==> src/logic/bcr_pkg.sv <==
package bcr_pkg;
  // Register offsets on the functional page
  localparam logic [7:0] ADDR_BUCK_ONE_CONFIG       = 8'h24;
  localparam logic [7:0] ADDR_BUCK_ONE_CONFIG_ALIAS = 8'h32;
  localparam logic [7:0] ADDR_BUCK_TWO_VOLTAGE      = 8'h35;
  // Field positions, first buck configuration
  localparam int STEP_RATE_BIT = 6;
  localparam int PHASE_HI      = 5;
  localparam int PHASE_LO      = 4;
  localparam int FREQ_HI       = 3;
  localparam int FREQ_LO       = 2;
  localparam int ILIM_BIT      = 0;
  localparam logic [7:0] CONFIG_IMPL_MASK  = 8'h7d;
  // Phase bits are not OTP fields: they always come up zero
  localparam logic [7:0] CONFIG_OTP_MASK   = 8'h4d;
  // Field positions, second buck voltage
  localparam int VOLT_HI       = 4;
  localparam int VOLT_LO       = 0;
  localparam int RANGE_BIT     = 5;
  localparam logic [7:0] VOLTAGE_IMPL_MASK = 8'h3f;
  localparam logic [7:0] ZERO_BYTE         = 8'h00;
  // Dynamic voltage stepping
  localparam int CLK_MHZ        = 100;
  localparam int STEP_FAST_NS   = 2000;
  localparam int STEP_SLOW_NS   = 4000;
  localparam int STEP_FAST_CYC  = STEP_FAST_NS * CLK_MHZ / 1000;
  localparam int STEP_SLOW_CYC  = STEP_SLOW_NS * CLK_MHZ / 1000;
  localparam int STEP_CNT_W     = 10;
  localparam int STEP_MV        = 25;
endpackage : bcr_pkg

==> src/logic/bcr_step_if.sv <==
`timescale 1ns/1ps
interface bcr_step_if;
  logic       slow;
  logic       tick;
  modport ctrl  (output slow, input tick);
  modport timer (input slow, output tick);
endinterface : bcr_step_if

==> src/logic/bcr_step_timer.sv <==
`timescale 1ns/1ps
module bcr_step_timer (
  // Clock and reset
  input  wire logic  mclk_in,
  input  wire logic  rst_b_in,
  // Pacing
  bcr_step_if.timer  step
);
  typedef struct packed {
    logic [bcr_pkg::STEP_CNT_W-1:0] cnt;
    logic                           tick;
  } bcr_tmr_t;

  localparam int CNT_W = bcr_pkg::STEP_CNT_W;

  bcr_tmr_t         st_q;
  bcr_tmr_t         st_d;
  logic [CNT_W-1:0] last;

  // Slow pace has the longest count, so it sets the counter width
  if (bcr_pkg::STEP_SLOW_CYC >= (1 << CNT_W)) begin : g_bad_cnt_w
    $error("Step counter too narrow for the slow pace");
  end

  always_comb begin
    // One 25 mV step per tick: 2.0 us fast, 4.0 us slow
    last = step.slow ? CNT_W'(bcr_pkg::STEP_SLOW_CYC - 1)
                     : CNT_W'(bcr_pkg::STEP_FAST_CYC - 1);
    st_d      = st_q;
    st_d.tick = 1'b0;
    if (st_q.cnt >= last) begin
      st_d.cnt  = '0;
      st_d.tick = 1'b1;
    end else begin
      st_d.cnt = st_q.cnt + 1'b1;
    end
  end

  always_ff @(posedge mclk_in or negedge rst_b_in) begin
    if (!rst_b_in) begin
      st_q <= '0;
    end else begin
      st_q <= st_d;
    end
  end

  assign step.tick = st_q.tick;
endmodule : bcr_step_timer

==> src/logic/bcr_regs.sv <==
`timescale 1ns/1ps
module bcr_regs #(
  // Register and field widths
  parameter int DATA_W = 8,
  parameter int ADDR_W = 8,
  parameter int CODE_W = 5,
  parameter int SEL_W  = 2
) (
  // Clock and reset
  input  wire logic              mclk_in,
  input  wire logic              rst_b_in,
  // One-time-programmable defaults, stable at reset release
  input  wire logic [DATA_W-1:0] otp_buck_one_config_in,
  input  wire logic [DATA_W-1:0] otp_buck_two_voltage_in,
  // Register access port
  input  wire logic [ADDR_W-1:0] reg_addr_in,
  input  wire logic              reg_wr_in,
  input  wire logic [DATA_W-1:0] reg_wdata_in,
  output logic      [DATA_W-1:0] reg_rdata_out,
  // First buck controls
  input  wire logic [CODE_W-1:0] buck_one_target_in,
  output logic      [CODE_W-1:0] buck_one_code_out,
  output logic                   buck_one_step_out,
  output logic      [SEL_W-1:0]  buck_one_phase_sel_out,
  output logic      [SEL_W-1:0]  buck_one_freq_sel_out,
  output logic                   buck_one_current_limit_out,
  // Second buck controls
  output logic      [CODE_W-1:0] buck_two_voltage_out,
  output logic                   buck_two_range_high_out
);

  // Field positions are fixed by the register map, so only these widths fit it
  if (DATA_W != 8) begin : g_bad_data_w
    $error("Register data must be 8 bits wide");
  end
  if (ADDR_W < 8) begin : g_bad_addr_w
    $error("Register offsets need at least 8 address bits");
  end
  if (CODE_W != bcr_pkg::VOLT_HI - bcr_pkg::VOLT_LO + 1) begin : g_bad_code_w
    $error("Voltage code width must match its register field");
  end
  if (SEL_W != bcr_pkg::PHASE_HI - bcr_pkg::PHASE_LO + 1) begin : g_bad_phase_w
    $error("Phase selector width must match its register field");
  end
  if (SEL_W != bcr_pkg::FREQ_HI - bcr_pkg::FREQ_LO + 1) begin : g_bad_freq_w
    $error("Frequency selector width must match its register field");
  end

  // Masks and offsets must agree with the layout the logic assumes
  if ((bcr_pkg::CONFIG_OTP_MASK & ~bcr_pkg::CONFIG_IMPL_MASK) != bcr_pkg::ZERO_BYTE) begin : g_bad_otp_mask
    $error("OTP defaults may only reach implemented config bits");
  end
  if (!bcr_pkg::CONFIG_IMPL_MASK[bcr_pkg::STEP_RATE_BIT] || !bcr_pkg::CONFIG_IMPL_MASK[bcr_pkg::ILIM_BIT]) begin : g_bad_cfg_mask
    $error("Config mask must keep the step-rate and current-limit bits");
  end
  if (!bcr_pkg::VOLTAGE_IMPL_MASK[bcr_pkg::RANGE_BIT]) begin : g_bad_volt_mask
    $error("Voltage mask must keep the range bit");
  end
  if (bcr_pkg::ADDR_BUCK_TWO_VOLTAGE == bcr_pkg::ADDR_BUCK_ONE_CONFIG ||
      bcr_pkg::ADDR_BUCK_TWO_VOLTAGE == bcr_pkg::ADDR_BUCK_ONE_CONFIG_ALIAS) begin : g_bad_offsets
    $error("Voltage register may not share a config offset");
  end

  typedef struct packed {
    logic              loaded;
    logic [DATA_W-1:0] cfg;
    logic [DATA_W-1:0] volt;
    logic [DATA_W-1:0] rdata;
    logic [CODE_W-1:0] code;
    logic              step;
  } bcr_state_t;

  typedef enum {
    RAMP_HOLD,
    RAMP_UP,
    RAMP_DOWN
  } bcr_ramp_t;

  bcr_state_t        st_q;
  bcr_state_t        st_d;
  bcr_step_if        step_bus ();

  // Address decode
  logic              hit_cfg;
  logic              hit_cfg_alias;
  logic              hit_volt;
  // Masked candidates for the stored bytes
  logic [DATA_W-1:0] otp_cfg;
  logic [DATA_W-1:0] otp_volt;
  logic [DATA_W-1:0] wr_cfg;
  logic [DATA_W-1:0] wr_volt;
  // Next values of the stored fields
  logic [DATA_W-1:0] cfg_next;
  logic [DATA_W-1:0] volt_next;
  logic [DATA_W-1:0] rdata_next;
  // Ramp of the first buck code
  bcr_ramp_t         ramp;
  logic              step_due;
  logic [CODE_W-1:0] code_next;

  bcr_step_timer u_step_timer (
    .mclk_in  (mclk_in),
    .rst_b_in (rst_b_in),
    .step     (step_bus.timer)
  );

  assign step_bus.slow = st_q.cfg[bcr_pkg::STEP_RATE_BIT];

  // Shared by the write and read paths
  always_comb begin
    hit_cfg       = (reg_addr_in == ADDR_W'(bcr_pkg::ADDR_BUCK_ONE_CONFIG));
    hit_cfg_alias = (reg_addr_in == ADDR_W'(bcr_pkg::ADDR_BUCK_ONE_CONFIG_ALIAS));
    hit_volt      = (reg_addr_in == ADDR_W'(bcr_pkg::ADDR_BUCK_TWO_VOLTAGE));
  end

  always_comb begin
    otp_cfg  = otp_buck_one_config_in & bcr_pkg::CONFIG_OTP_MASK;
    otp_volt = otp_buck_two_voltage_in & bcr_pkg::VOLTAGE_IMPL_MASK;
    wr_cfg   = reg_wdata_in & bcr_pkg::CONFIG_IMPL_MASK;
    wr_volt  = reg_wdata_in & bcr_pkg::VOLTAGE_IMPL_MASK;
  end

  // No operating-state gating: a write lands whenever the bank is loaded
  always_comb begin
    cfg_next  = st_q.cfg;
    volt_next = st_q.volt;
    if (!st_q.loaded) begin
      // OTP is caught on the first clock after release, never by the async reset
      cfg_next  = otp_cfg;
      volt_next = otp_volt;
    end else if (reg_wr_in) begin
      if (hit_cfg || hit_cfg_alias) begin
        cfg_next = wr_cfg;
      end
      if (hit_volt) begin
        volt_next = wr_volt;
      end
    end
  end

  // One code per tick toward the target; the pace comes from the timer
  always_comb begin
    if (!st_q.loaded || st_q.code == buck_one_target_in) begin
      ramp = RAMP_HOLD;
    end else if (st_q.code < buck_one_target_in) begin
      ramp = RAMP_UP;
    end else begin
      ramp = RAMP_DOWN;
    end
    step_due  = step_bus.tick && (ramp != RAMP_HOLD);
    code_next = st_q.code;
    if (!st_q.loaded) begin
      // Start at the target so nothing ramps out of reset
      code_next = buck_one_target_in;
    end else if (step_due) begin
      case (ramp)
        RAMP_UP: begin
          code_next = st_q.code + 1'b1;
        end
        RAMP_DOWN: begin
          code_next = st_q.code - 1'b1;
        end
        default: begin
          code_next = st_q.code;
        end
      endcase
    end
  end

  // Read data is registered: the byte for an address shows one cycle later
  always_comb begin
    case ({hit_volt, hit_cfg_alias, hit_cfg})
      3'h1: begin
        rdata_next = st_q.cfg;
      end
      3'h2: begin
        rdata_next = st_q.cfg;
      end
      3'h4: begin
        rdata_next = st_q.volt;
      end
      default: begin
        rdata_next = bcr_pkg::ZERO_BYTE;
      end
    endcase
  end

  always_comb begin
    st_d        = st_q;
    st_d.loaded = 1'b1;
    st_d.cfg    = cfg_next;
    st_d.volt   = volt_next;
    st_d.rdata  = rdata_next;
    st_d.code   = code_next;
    st_d.step   = step_due;
  end

  always_ff @(posedge mclk_in or negedge rst_b_in) begin
    if (!rst_b_in) begin
      st_q <= '0;
    end else begin
      st_q <= st_d;
    end
  end

  assign reg_rdata_out              = st_q.rdata;
  assign buck_one_code_out          = st_q.code;
  assign buck_one_step_out          = st_q.step;
  assign buck_one_phase_sel_out     = st_q.cfg[bcr_pkg::PHASE_HI:bcr_pkg::PHASE_LO];
  assign buck_one_freq_sel_out      = st_q.cfg[bcr_pkg::FREQ_HI:bcr_pkg::FREQ_LO];
  assign buck_one_current_limit_out = st_q.cfg[bcr_pkg::ILIM_BIT];
  assign buck_two_voltage_out       = st_q.volt[bcr_pkg::VOLT_HI:bcr_pkg::VOLT_LO];
  assign buck_two_range_high_out    = st_q.volt[bcr_pkg::RANGE_BIT];
endmodule : bcr_regs

==> config.mk <==
export PLATFORM = sky130hd
export DESIGN_NAME = bcr_regs
export DESIGN_NICKNAME = d
export VERILOG_FILES = /design/src/logic/bcr_pkg.sv /design/src/logic/bcr_step_if.sv /design/src/logic/bcr_step_timer.sv /design/src/logic/bcr_regs.sv
export SDC_FILE = /design/constraint.sdc
export NUM_CORES = 1
export LEC_CHECK = 0
export ABC_AREA = 1
export BUFFER_PORTS_ARGS = -buffer_cell sky130_fd_sc_hd__buf_2
export CAP_MARGIN = 10
export CORE_AREA = 2 2 88 90
export DETAILED_ROUTE_END_ITERATION = 6
export DIE_AREA = 0 0 90 92
export GPL_TIMING_DRIVEN = 0
export PLACE_DENSITY = 0.59
export SLEW_MARGIN = 30
export SYNTH_ARGS = -nofsm -noshare
export SYNTH_HDL_FRONTEND = slang
export SYNTH_SLANG_ARGS = --single-unit
==> constraint.sdc <==
create_clock -name mclk_in -period 4.6 [get_ports mclk_in]
set_input_delay 0.69 -clock mclk_in [delete_from_list [all_inputs] [get_ports mclk_in]]
set_output_delay 0.69 -clock mclk_in [all_outputs]
set_load 0.05 [all_outputs]
==> metrics, run 1 <==
Hold WC Path Type flop to flop; DIE AREA 8280 sq um; critical path arrival 2.41 ns; # DRC 0; Synth async-reset ratio 100%; CTS tree yes; first-pass GRT wire length 7940 um; predominant post-synthesis flop cell dfrtp_1; CTS Hold Bufs 0; Core Area 7450 sq um; RSZ-0062 raised after global routing false; Total Routing Usage GR 11.7%; Die Ht 92 um; Setup-failing EPs final 0; Required @ worst endpoint 4.77 ns; share of cells above drive strength 1 29.7%; Initial Util 28.5%; slowest stage delay, CP 0.31 ns; list of most frequent post-synthesis cells 60 x nand2_1, 37 x dfrtp_1, 35 x inv_1; number of clock sinks 37; post-route ant nets 0; Mapped Cells 258; antenna cells 0; Yosys reg bits 37; Syn Area/Cell 8.22 sq um; largest net degree at the start of global routing 38; Worst-path clk slew 0.07 ns; Worst Setup Start Kind input pin; Syn-to-layout area delta 22.7%; initial antenna violation count 0; FF-to-FF setup slack 2.45 ns; max-cap violation count 0; CP Max Fanout 5; Most common cell on crit path nand2_1; Worst Tran Pin Value 0.850 ns; first drt pass iteration count 4; Critical R2R Capture buck_one_code_out[4]; top cells by area, synth dfrtp_1 44%, nand2_1 11%, buf_4 7.8%; FF-to-FF path depth 15; NumNets Final 371; Rel. slew slack 43.3%; VDD IR max 0.102 mV; num rows 32; worst-case clock buffer depth 2; Peak Freq 445 MHz; nature of the critical path endpoint flop; Post-Syn Nets 308; Slowest-stage cell, CP ha_1; power density over cell area 283 nW/um^2; H-tree depth 2; GPL Wtd Cong 0.853; Yosys top cell by area dfrtp_1; Critical Path, Cell by Cell buf_2, inv_1, ha_1, nand2_1, nor2_4, a21oi_4, nand3_1, nand2_1, inv_1, ha_1, inv_1, nand2_1, nand2_1, nand3_1, nand3_1, nand2_1; area of the mapped netlist 2120 sq um; Final Util 34.9%; number of flops mapped to enable cells by yosys 0; Crit Path Class input pin to flop; Routed wire per std cell 11.1 um; Reg-to-Reg Start buck_one_code_out[4]; worst-skew pair later-pin latency 0.28 ns; PortBufs 56; via/cell ratio 4.33; Hold Path Sink u_step_timer.st_q[1]; Hold Crit Depth 1; setup total negative slack 0 ns; Final period util 48.8%; Die W 90 um; most instantiated library cell after synthesis nand2_1; I/O pin count 65; vias in the first global route 1715; post-CTS setup buffers 0; run status completed; fin crit period 2.25 ns; routed vias 1829; fill count 814; Num CTS Buffers 5; final hold vios 0; post-DP HPWL 3600 um; clock root buffer clkbuf_8; DRT iter0 DRCs 111; total wire length 4670 um; Setup Skew 0.00849 ns; Lkg Pwr 1.46 nW; HP Start u_step_timer.st_q[1]; Cell variety after synth 32; Total Power 0.737 mW; Slew Limit Fails 0; Final Hold Slack 0.459 ns; synth warn 0; Synth top area share 43.7%; sequential cell area fraction in the yosys report 43.7%; post_cts resized 0; total gr overflow 0
==> registers in the layout, indices dropped and copies added (netlist names) <==
signal                      flops
buck_one_freq_sel_out           2
st_q                            2
buck_two_range_high_out         1
u_step_timer.step.tick          1
buck_one_code_out               5
buck_two_voltage_out            5
buck_one_current_limit_out      1
u_step_timer.st_q              10
buck_one_phase_sel_out          2
reg_rdata_out                   7
buck_one_step_out               1
==> metrics by stage <==
stage / area (sq um) / std cells / setup WS, ns
2_1_floorplan: 2120 / 258 / 2.35
3_3_place_gp: 2530 / 416 / 2.09
3_5_place_dp: 2530 / 416 / 2.06
4_1_cts: 2600 / 422 / 2.35
5_1_grt: 2600 / 422 / 2.23
6_report: 2600 / 422 / 2.35
==> logic make-up (layout without fill, tap and decap cells) <==
| logic type | Yosys count | in the layout | synth area share (%) |
|---|---|---|---|
| and+or+nand+nor | 111 | 111 | 22.8 |
| DFF | 37 | 37 | 43.7 |
| xor gates and xnor gates | 3 | 3 | 1.24 |
| other | 2 | 2 | 0.354 |
| AOI/OAI and AO/OA | 34 | 34 | 11.2 |
| adders and majority gates | 10 | 10 | 5.90 |
| buffers and inverters | 61 | 123 | 14.8 |
==> power breakdown <==
group          switching [mW]  internal, mW  leakage, nW
clock                   0.104        0.0996       0.0399
combinational           0.118        0.0625        0.946
sequential             0.0134         0.340        0.470
==> final cells by class <==
cell class	instances	area, sq um	share of cell area [%]
well taps	102	128	4.91
repair buffers	56	280	10.8
flip-flops and latches	37	926	35.6
plain buffers	25	178	6.83
multi-input cells	160	881	33.9
inverters	36	135	5.19
clock inverters	1	5.00	0.192
clock buffers	5	68.8	2.65
==> cell usage in the layout, fill, tap and decap left out, drive strengths merged, types with 5 or more instances in the layout <==
cell type	count
a21oi	8
buf	79
nand2	64
dfrtp	37
o21ai	6
a22o	5
o211ai	9
nand3	14
nor2	22
inv	36
clkbuf	7
nor3	5
ha	10
==> critical path: cells and delay by family <==
kind | cells | cell delay (ns)
simple gates | 9 | 0.83
fa+ha+maj | 2 | 0.48
buf+inv | 4 | 0.23
compound gates | 1 | 0.19
==> how the worst max path moves through the flow <==
stage                          start              endpoint  slack [ns]
6_report       buck_one_target_in[2]  buck_one_code_out[4]        2.35
5_1_grt        buck_one_target_in[4]  buck_one_code_out[4]        2.23
4_1_cts        buck_one_target_in[2]  buck_one_code_out[4]        2.35
3_5_place_dp   buck_one_target_in[2]  buck_one_code_out[4]        2.06
3_3_place_gp   buck_one_target_in[2]  buck_one_code_out[4]        2.09
2_1_floorplan  buck_one_target_in[4]  buck_one_code_out[4]        2.35
==> routing by layer <==
metal  GRT usage [%]  part of all wire, %
met4            3.08                 0.69
met5               0                    0
met3            2.96                  5.9
met2            19.1                   47
met1            15.6                   46
No activity file was read; power rests on OpenSTA's default activity.
==> run 2, diff against run 1 <==
--- a/config.mk
+++ b/config.mk
@@ -5,14 +5,14 @@
 export SDC_FILE = /design/constraint.sdc
 export NUM_CORES = 1
 export LEC_CHECK = 0
-export ABC_AREA = 1
+export ABC_AREA = 0
 export BUFFER_PORTS_ARGS = -buffer_cell sky130_fd_sc_hd__buf_2
 export CAP_MARGIN = 10
-export CORE_AREA = 2 2 88 90
+export CORE_AREA = 2 2 87 89
 export DETAILED_ROUTE_END_ITERATION = 6
-export DIE_AREA = 0 0 90 92
+export DIE_AREA = 0 0 89 91
 export GPL_TIMING_DRIVEN = 0
-export PLACE_DENSITY = 0.59
+export PLACE_DENSITY = 0.62
 export SLEW_MARGIN = 30
 export SYNTH_ARGS = -nofsm -noshare
 export SYNTH_HDL_FRONTEND = slang
==> constraint.sdc (replaced) <==
create_clock -name mclk_in -period 1.9 [get_ports mclk_in]
set_input_delay 0.285 -clock mclk_in [delete_from_list [all_inputs] [get_ports mclk_in]]
set_output_delay 0.285 -clock mclk_in [all_outputs]
set_load 0.05 [all_outputs]
==> metrics, run 2 <==
run status complete, but fails checks; violated checks negative setup slack; CP Max Fanout 4; Final Util 40.3%; post-synthesis compound-gate area fraction 12.4%; # DRC 0; CP endpoint buck_one_code_out[4]; total wire length 4980 um; Total Routing Usage GR 12.6%; Yosys reg bits 37; Cell variety after synth 37; top cells by area, synth dfrtp_1 44%, buf_4 7.8%, mux2i_1 6.2%; Hold Crit Depth 3; Biggest register u_step_timer.st_q; Die Ht 91 um; Net Sw Frac 28.8%; Die W 89 um; Syn-to-layout area delta 36.4%; Total Power 2.20 mW; VDD IR max 0.353 mV; NumNets Final 346; clock root buffer clkbuf_8; largest net degree at the start of global routing 38; post-route ant nets 0; Rel. slew slack 46.2%; fin crit period 2.40 ns; CP startpoint buck_one_code_out[3]; fin area 2870 sq um; most common cell after layout, fill and taps aside buf_2; sequential share of power 38.7%; xor-xnor portion of the synthesized cell area 3.74%; antenna cells 0; final hold vios 0; power share of the clock group 37.6%; Final Hold Slack 0.246 ns; post-synthesis adder-cell area fraction 5.94%; Reg-to-Reg Start buck_one_code_out[3]; Core Area 7140 sq um; DRT iter0 DRCs 46; total gr overflow 0; Synth async-reset ratio 100%; Num CTS Buffers 5; dpl cell area 2570 sq um; PortBufs 56; Worst-path clk slew 0.08 ns; power density over cell area 766 nW/um^2; routed vias 1776; fill count 742; most instantiated library cell after synthesis dfrtp_1; Peak Freq 416 MHz; worst-case clock buffer depth 2; RSZ-0062 raised after global routing true; FF-to-FF setup slack -0.50 ns; Hold WC Path Type input pin to flop; sequential cell area fraction in the yosys report 43.9%; Slew Limit Fails 0; Post-Syn Nets 270; Psw 0.635 mW; critical path arrival 2.56 ns; share of cells above drive strength 1 40.1%; Initial Util 29.5%; mux cell area share after synthesis 6.18%; Critical R2R Capture buck_one_code_out[4]; Crit Path Class flop to flop; vias in the first global route 1752; Worst Tran Pin Value 0.802 ns; DIE AREA 8100 sq um; list of most frequent post-synthesis cells 37 x dfrtp_1, 33 x nor2_1, 22 x buf_4; Required @ worst endpoint 2.05 ns; number of clock sinks 37; slack of the critical path -0.505 ns; Lkg Pwr 1.43 nW; post-DP HPWL 3540 um; via/cell ratio 4.48; area of the mapped netlist 2110 sq um; FF-to-FF path depth 11; number of flops mapped to enable cells by yosys 0; max-cap violation count 0; commonest non-fill, non-tap cells in the layout 56 x buf_2, 35 x buf_4, 33 x nor2_1, 33 x dfrtp_1, 14 x a21oi_1; initial antenna violation count 0; Mapped Cells 220; Worst Setup Start Kind flop; Routed wire per std cell 12.6 um; synth warn 0; CTS tree yes; simple-gate portion of the synthesized area 16.2%; H-tree depth 2; first drt pass iteration count 4; Yosys top cell by area dfrtp_1; first-pass GRT wire length 8160 um; Syn Area/Cell 9.58 sq um; predominant post-synthesis flop cell dfrtp_1; Comb pwr share 23.7%; Largest register FFs 10; setup total negative slack -1.56 ns; worst-skew pair later-pin latency 0.29 ns; largest family of logic cells by synthesized area simple AND/OR/NAND/NOR gates; Int Power 1.57 mW; Setup Skew 0.00823 ns; nature of the critical path endpoint flop; Final period util 127%; GPL Wtd Cong 0.828; I/O pin count 65; Setup-failing EPs final 5; Synth top area share 43.9%; num rows 31
## run 2: worst min-delay path by stage
stage | start | endpoint | slack [ns]
after floorplan | rst_b_in | buck_one_code_out[0] | -0.01
after global placement | rst_b_in | buck_one_code_out[4] | 0.43
after detailed placement | rst_b_in | st_q[30] | 0.45
after CTS | rst_b_in | reg_rdata_out[0] | 0.13
after global routing | otp_buck_two_voltage_in[1] | buck_two_voltage_out[1] | 0.24
final | otp_buck_one_config_in[6] | st_q[28] | 0.25
## run 2: logic make-up after synthesis
logic type | Yosys count
xor+xnor | 9
buf+inv | 39
simple gates | 70
mux | 13
flops | 37
other cells | 2
fa+ha+maj | 10
compound gates | 40
## run 2: power groups by stage
| stage | combinational, mW | sequential [mW] | clock (mW) |
|---|---|---|---|
| finish | 0.521 | 0.853 | 0.828 |
| global route | 0.566 | 0.859 | 0.893 |
| CTS | 0.487 | 0.854 | 0.845 |
| detailed placement | 0.432 | 0.886 | 0 |
| global placement | 0.425 | 0.884 | 0 |
| floorplan | 0.303 | 0.886 | 0 |
## run 2: critical path, cell delays in order, from the launching register on
cell	delay, ns
dfrtp_2	0.44
ha_4	0.29
nand3_4	0.08
o21ai_2	0.20
a31oi_4	0.05
xor2_1	0.19
ha_2	0.20
nor2_1	0.08
o211ai_1	0.16
o311a_1	0.33
o21ai_1	0.15
o211ai_1	0.10
## run 2: cell type report
class,instances,area (sq um),area share [%]
plain buffers,29,203,7.05
clock buffers,5,68.8,2.39
clock inverters,3,68.8,2.39
inverters,10,37.5,1.31
multi-input cells,144,1060,36.8
flip-flops and latches,37,931,32.4
well taps,99,124,4.31
repair buffers,69,383,13.3
## run 2: stage by stage
stage,instances,setup slack (ns)
after floorplan,220,-0.452
after global routing,396,-0.622
after CTS,392,-0.449
after detailed placement,375,-0.815
after global placement,375,-0.779
final,396,-0.505
## run 2: per-layer routing
layer / part of all wire (%) / up-vias / wire length, um / GRT usage, %
met4: 1.3 / 0 / 64 / 3.73
met5: 0 / - / 0 / 0
met2: 47 / 52 / 2360 / 21.2
met3: 5.2 / 6 / 259 / 2.45
met1: 46 / 831 / 2300 / 16.3
li1: - / 887 / - / -
## run 2: timing repair
action / CTS / global route
hold buffers: 0 / 1
buffers inserted: 9 / 3
setup endpoints to repair: 5 / 25
gates resized for setup: 6 / 10
gates cloned: 0 / 0
pin swaps: 4 / 3
hold endpoints to repair: 0 / 35
==> run 3, diff against run 2 <==
--- a/config.mk
+++ b/config.mk
@@ -6,13 +6,13 @@
 export NUM_CORES = 1
 export LEC_CHECK = 0
 export ABC_AREA = 0
-export BUFFER_PORTS_ARGS = -buffer_cell sky130_fd_sc_hd__buf_2
 export CAP_MARGIN = 10
 export CORE_AREA = 2 2 87 89
 export DETAILED_ROUTE_END_ITERATION = 6
 export DIE_AREA = 0 0 89 91
+export DONT_BUFFER_PORTS = 1
 export GPL_TIMING_DRIVEN = 0
-export PLACE_DENSITY = 0.62
+export PLACE_DENSITY = 0.54
 export SLEW_MARGIN = 30
 export SYNTH_ARGS = -nofsm -noshare
 export SYNTH_HDL_FRONTEND = slang
==> metrics, run 3 (synthesis results as in run 2) <==
run status complete, but fails checks; violated checks negative setup slack; CTS tree yes; slack of the critical path -0.433 ns; VDD IR max 0.186 mV; via/cell ratio 4.69; Initial Util 29.5%; fill count 772; nature of the critical path endpoint flop; vias in the first global route 1600; Routed wire per std cell 14.3 um; CP bufs+invs 0; Biggest register u_step_timer.st_q; total gr overflow 0; RSZ-0062 raised after global routing true; Lkg Pwr 1.17 nW; setup total negative slack -0.887 ns; worst slack, placed -0.825 ns; Worst-path clk slew 0.07 ns; Worst Setup Start Kind flop; first drt pass iteration count 4; Setup-failing EPs final 4; power density over cell area 735 nW/um^2; met2 wire length 2210 um; commonest non-fill, non-tap cells in the layout 32 x nor2_1, 32 x dfrtp_1, 31 x buf_4; Slew Limit Fails 0; met1 wire length 2110 um; worst-skew pair later-pin latency 0.29 ns; slowest stage delay, CP 0.44 ns; critical path arrival 2.48 ns; Final period util 123%; Die Ht 91 um; DRT iter0 DRCs 43; H-tree depth 2; Rel. slew slack 60.0%; first-pass GRT wire length 8030 um; Hold WC Path Type input pin to flop; highest routed layer met4; post-route ant nets 0; num rows 31; number of clock sinks 37; # DRC 0; Setup Skew 0.00463 ns; Die W 89 um; worst-case clock buffer depth 2; Worst Tran Pin Value 0.596 ns; Slowest-stage cell, CP dfrtp_2; PortBufs 0; final hold vios 0; Num CTS Buffers 5; Critical Path, Cell by Cell ha_4, nand3_4, o21bai_4, a31oi_4, xor2_1, ha_2, nor2_1, o211ai_1, o311a_1, o21ai_1, o211ai_1; antenna cells 0; Required @ worst endpoint 2.05 ns; total wire length 4810 um; routed vias 1580; fin crit period 2.33 ns; DR WL met3 412 um; NumNets Final 288; Syn-to-layout area delta 20.2%; Crit Path Class flop to flop; post-DP HPWL 3400 um; clock root buffer clkbuf_8; Total Routing Usage GR 12.9%; DIE AREA 8100 sq um; CP delay by family, top compound AO/OA/AOI/OAI gates; I/O pin count 65; CP Max Fanout 4; max-cap violation count 0; Most common cell on crit path o211ai_1; initial antenna violation count 0; GPL Wtd Cong 0.762; share of cells above drive strength 1 26.1%; Largest register FFs 10; Core Area 7140 sq um; largest net degree at the start of global routing 38; Peak Freq 429 MHz
[run 3: power by group]
part	switching [mW]	leakage, nW	internal (mW)
registers	0.0464	0.456	0.824
logic	0.262	0.670	0.171
clock network	0.271	0.0443	0.288
[run 3: area by class of cell]
| class | instances | area, sq um | area share [%] |
|---|---|---|---|
| clock buffer | 7 | 86.3 | 3.41 |
| sequential | 37 | 932 | 36.8 |
| buffer | 29 | 204 | 8.05 |
| inverter | 10 | 37.5 | 1.48 |
| timing repair buffer | 11 | 97.6 | 3.85 |
| tap | 99 | 124 | 4.89 |
| multi-input combinational | 144 | 1050 | 41.5 |
[run 3: layer usage]
layer	global-route usage [%]	vias to the layer above
met5	0	-
met4	4.85	0
met3	4.18	5
met2	20.0	54
met1	16.5	749
li1	-	772
[run 3: metrics by stage]
| step | hold WS [ns] | std cells | cell area, sq um | total power [mW] | util (%) |
|---|---|---|---|---|---|
| final | 0.147 | 337 | 2530 | 1.86 | 35.5 |
| after global routing | 0.132 | 337 | 2530 | 1.97 | 35.5 |
| after CTS | 0.138 | 336 | 2510 | 1.88 | 35.2 |
| after detailed placement | -0.00932 | 319 | 2290 | 1.24 | 32.1 |
| after global placement | -0.00885 | 319 | 2290 | 1.24 | 32.1 |
| after floorplan | -0.0106 | 220 | 2170 | 1.19 | - |
[run 3: path summary, 6_finish.rpt]
path | to | slack [ns] | startpoint | cells past startpoint
max | buck_one_code_out[4] | -0.43 | buck_one_code_out[4] | 11
min | buck_one_freq_sel_out[1] | 0.15 | otp_buck_one_config_in[3] | 2
max reg2reg | buck_one_code_out[4] | -0.43 | buck_one_code_out[4] | 11
min reg2reg | u_step_timer.st_q[1] | 0.46 | u_step_timer.st_q[1] | 1
max in group asynchronous | buck_one_code_out[0] | 1.23 | rst_b_in | 2
min in group asynchronous | buck_two_range_high_out | 0.48 | rst_b_in | 2
[run 3: what timing repair did]
action                                  4_1_cts  5_1_grt
setup buffers                                 8        1
pin swaps                                     1        1
hold endpoints to repair                     37        0
endpoints found under the setup margin       15       17
hold buffers                                  2        0
resized for setup                            11        6
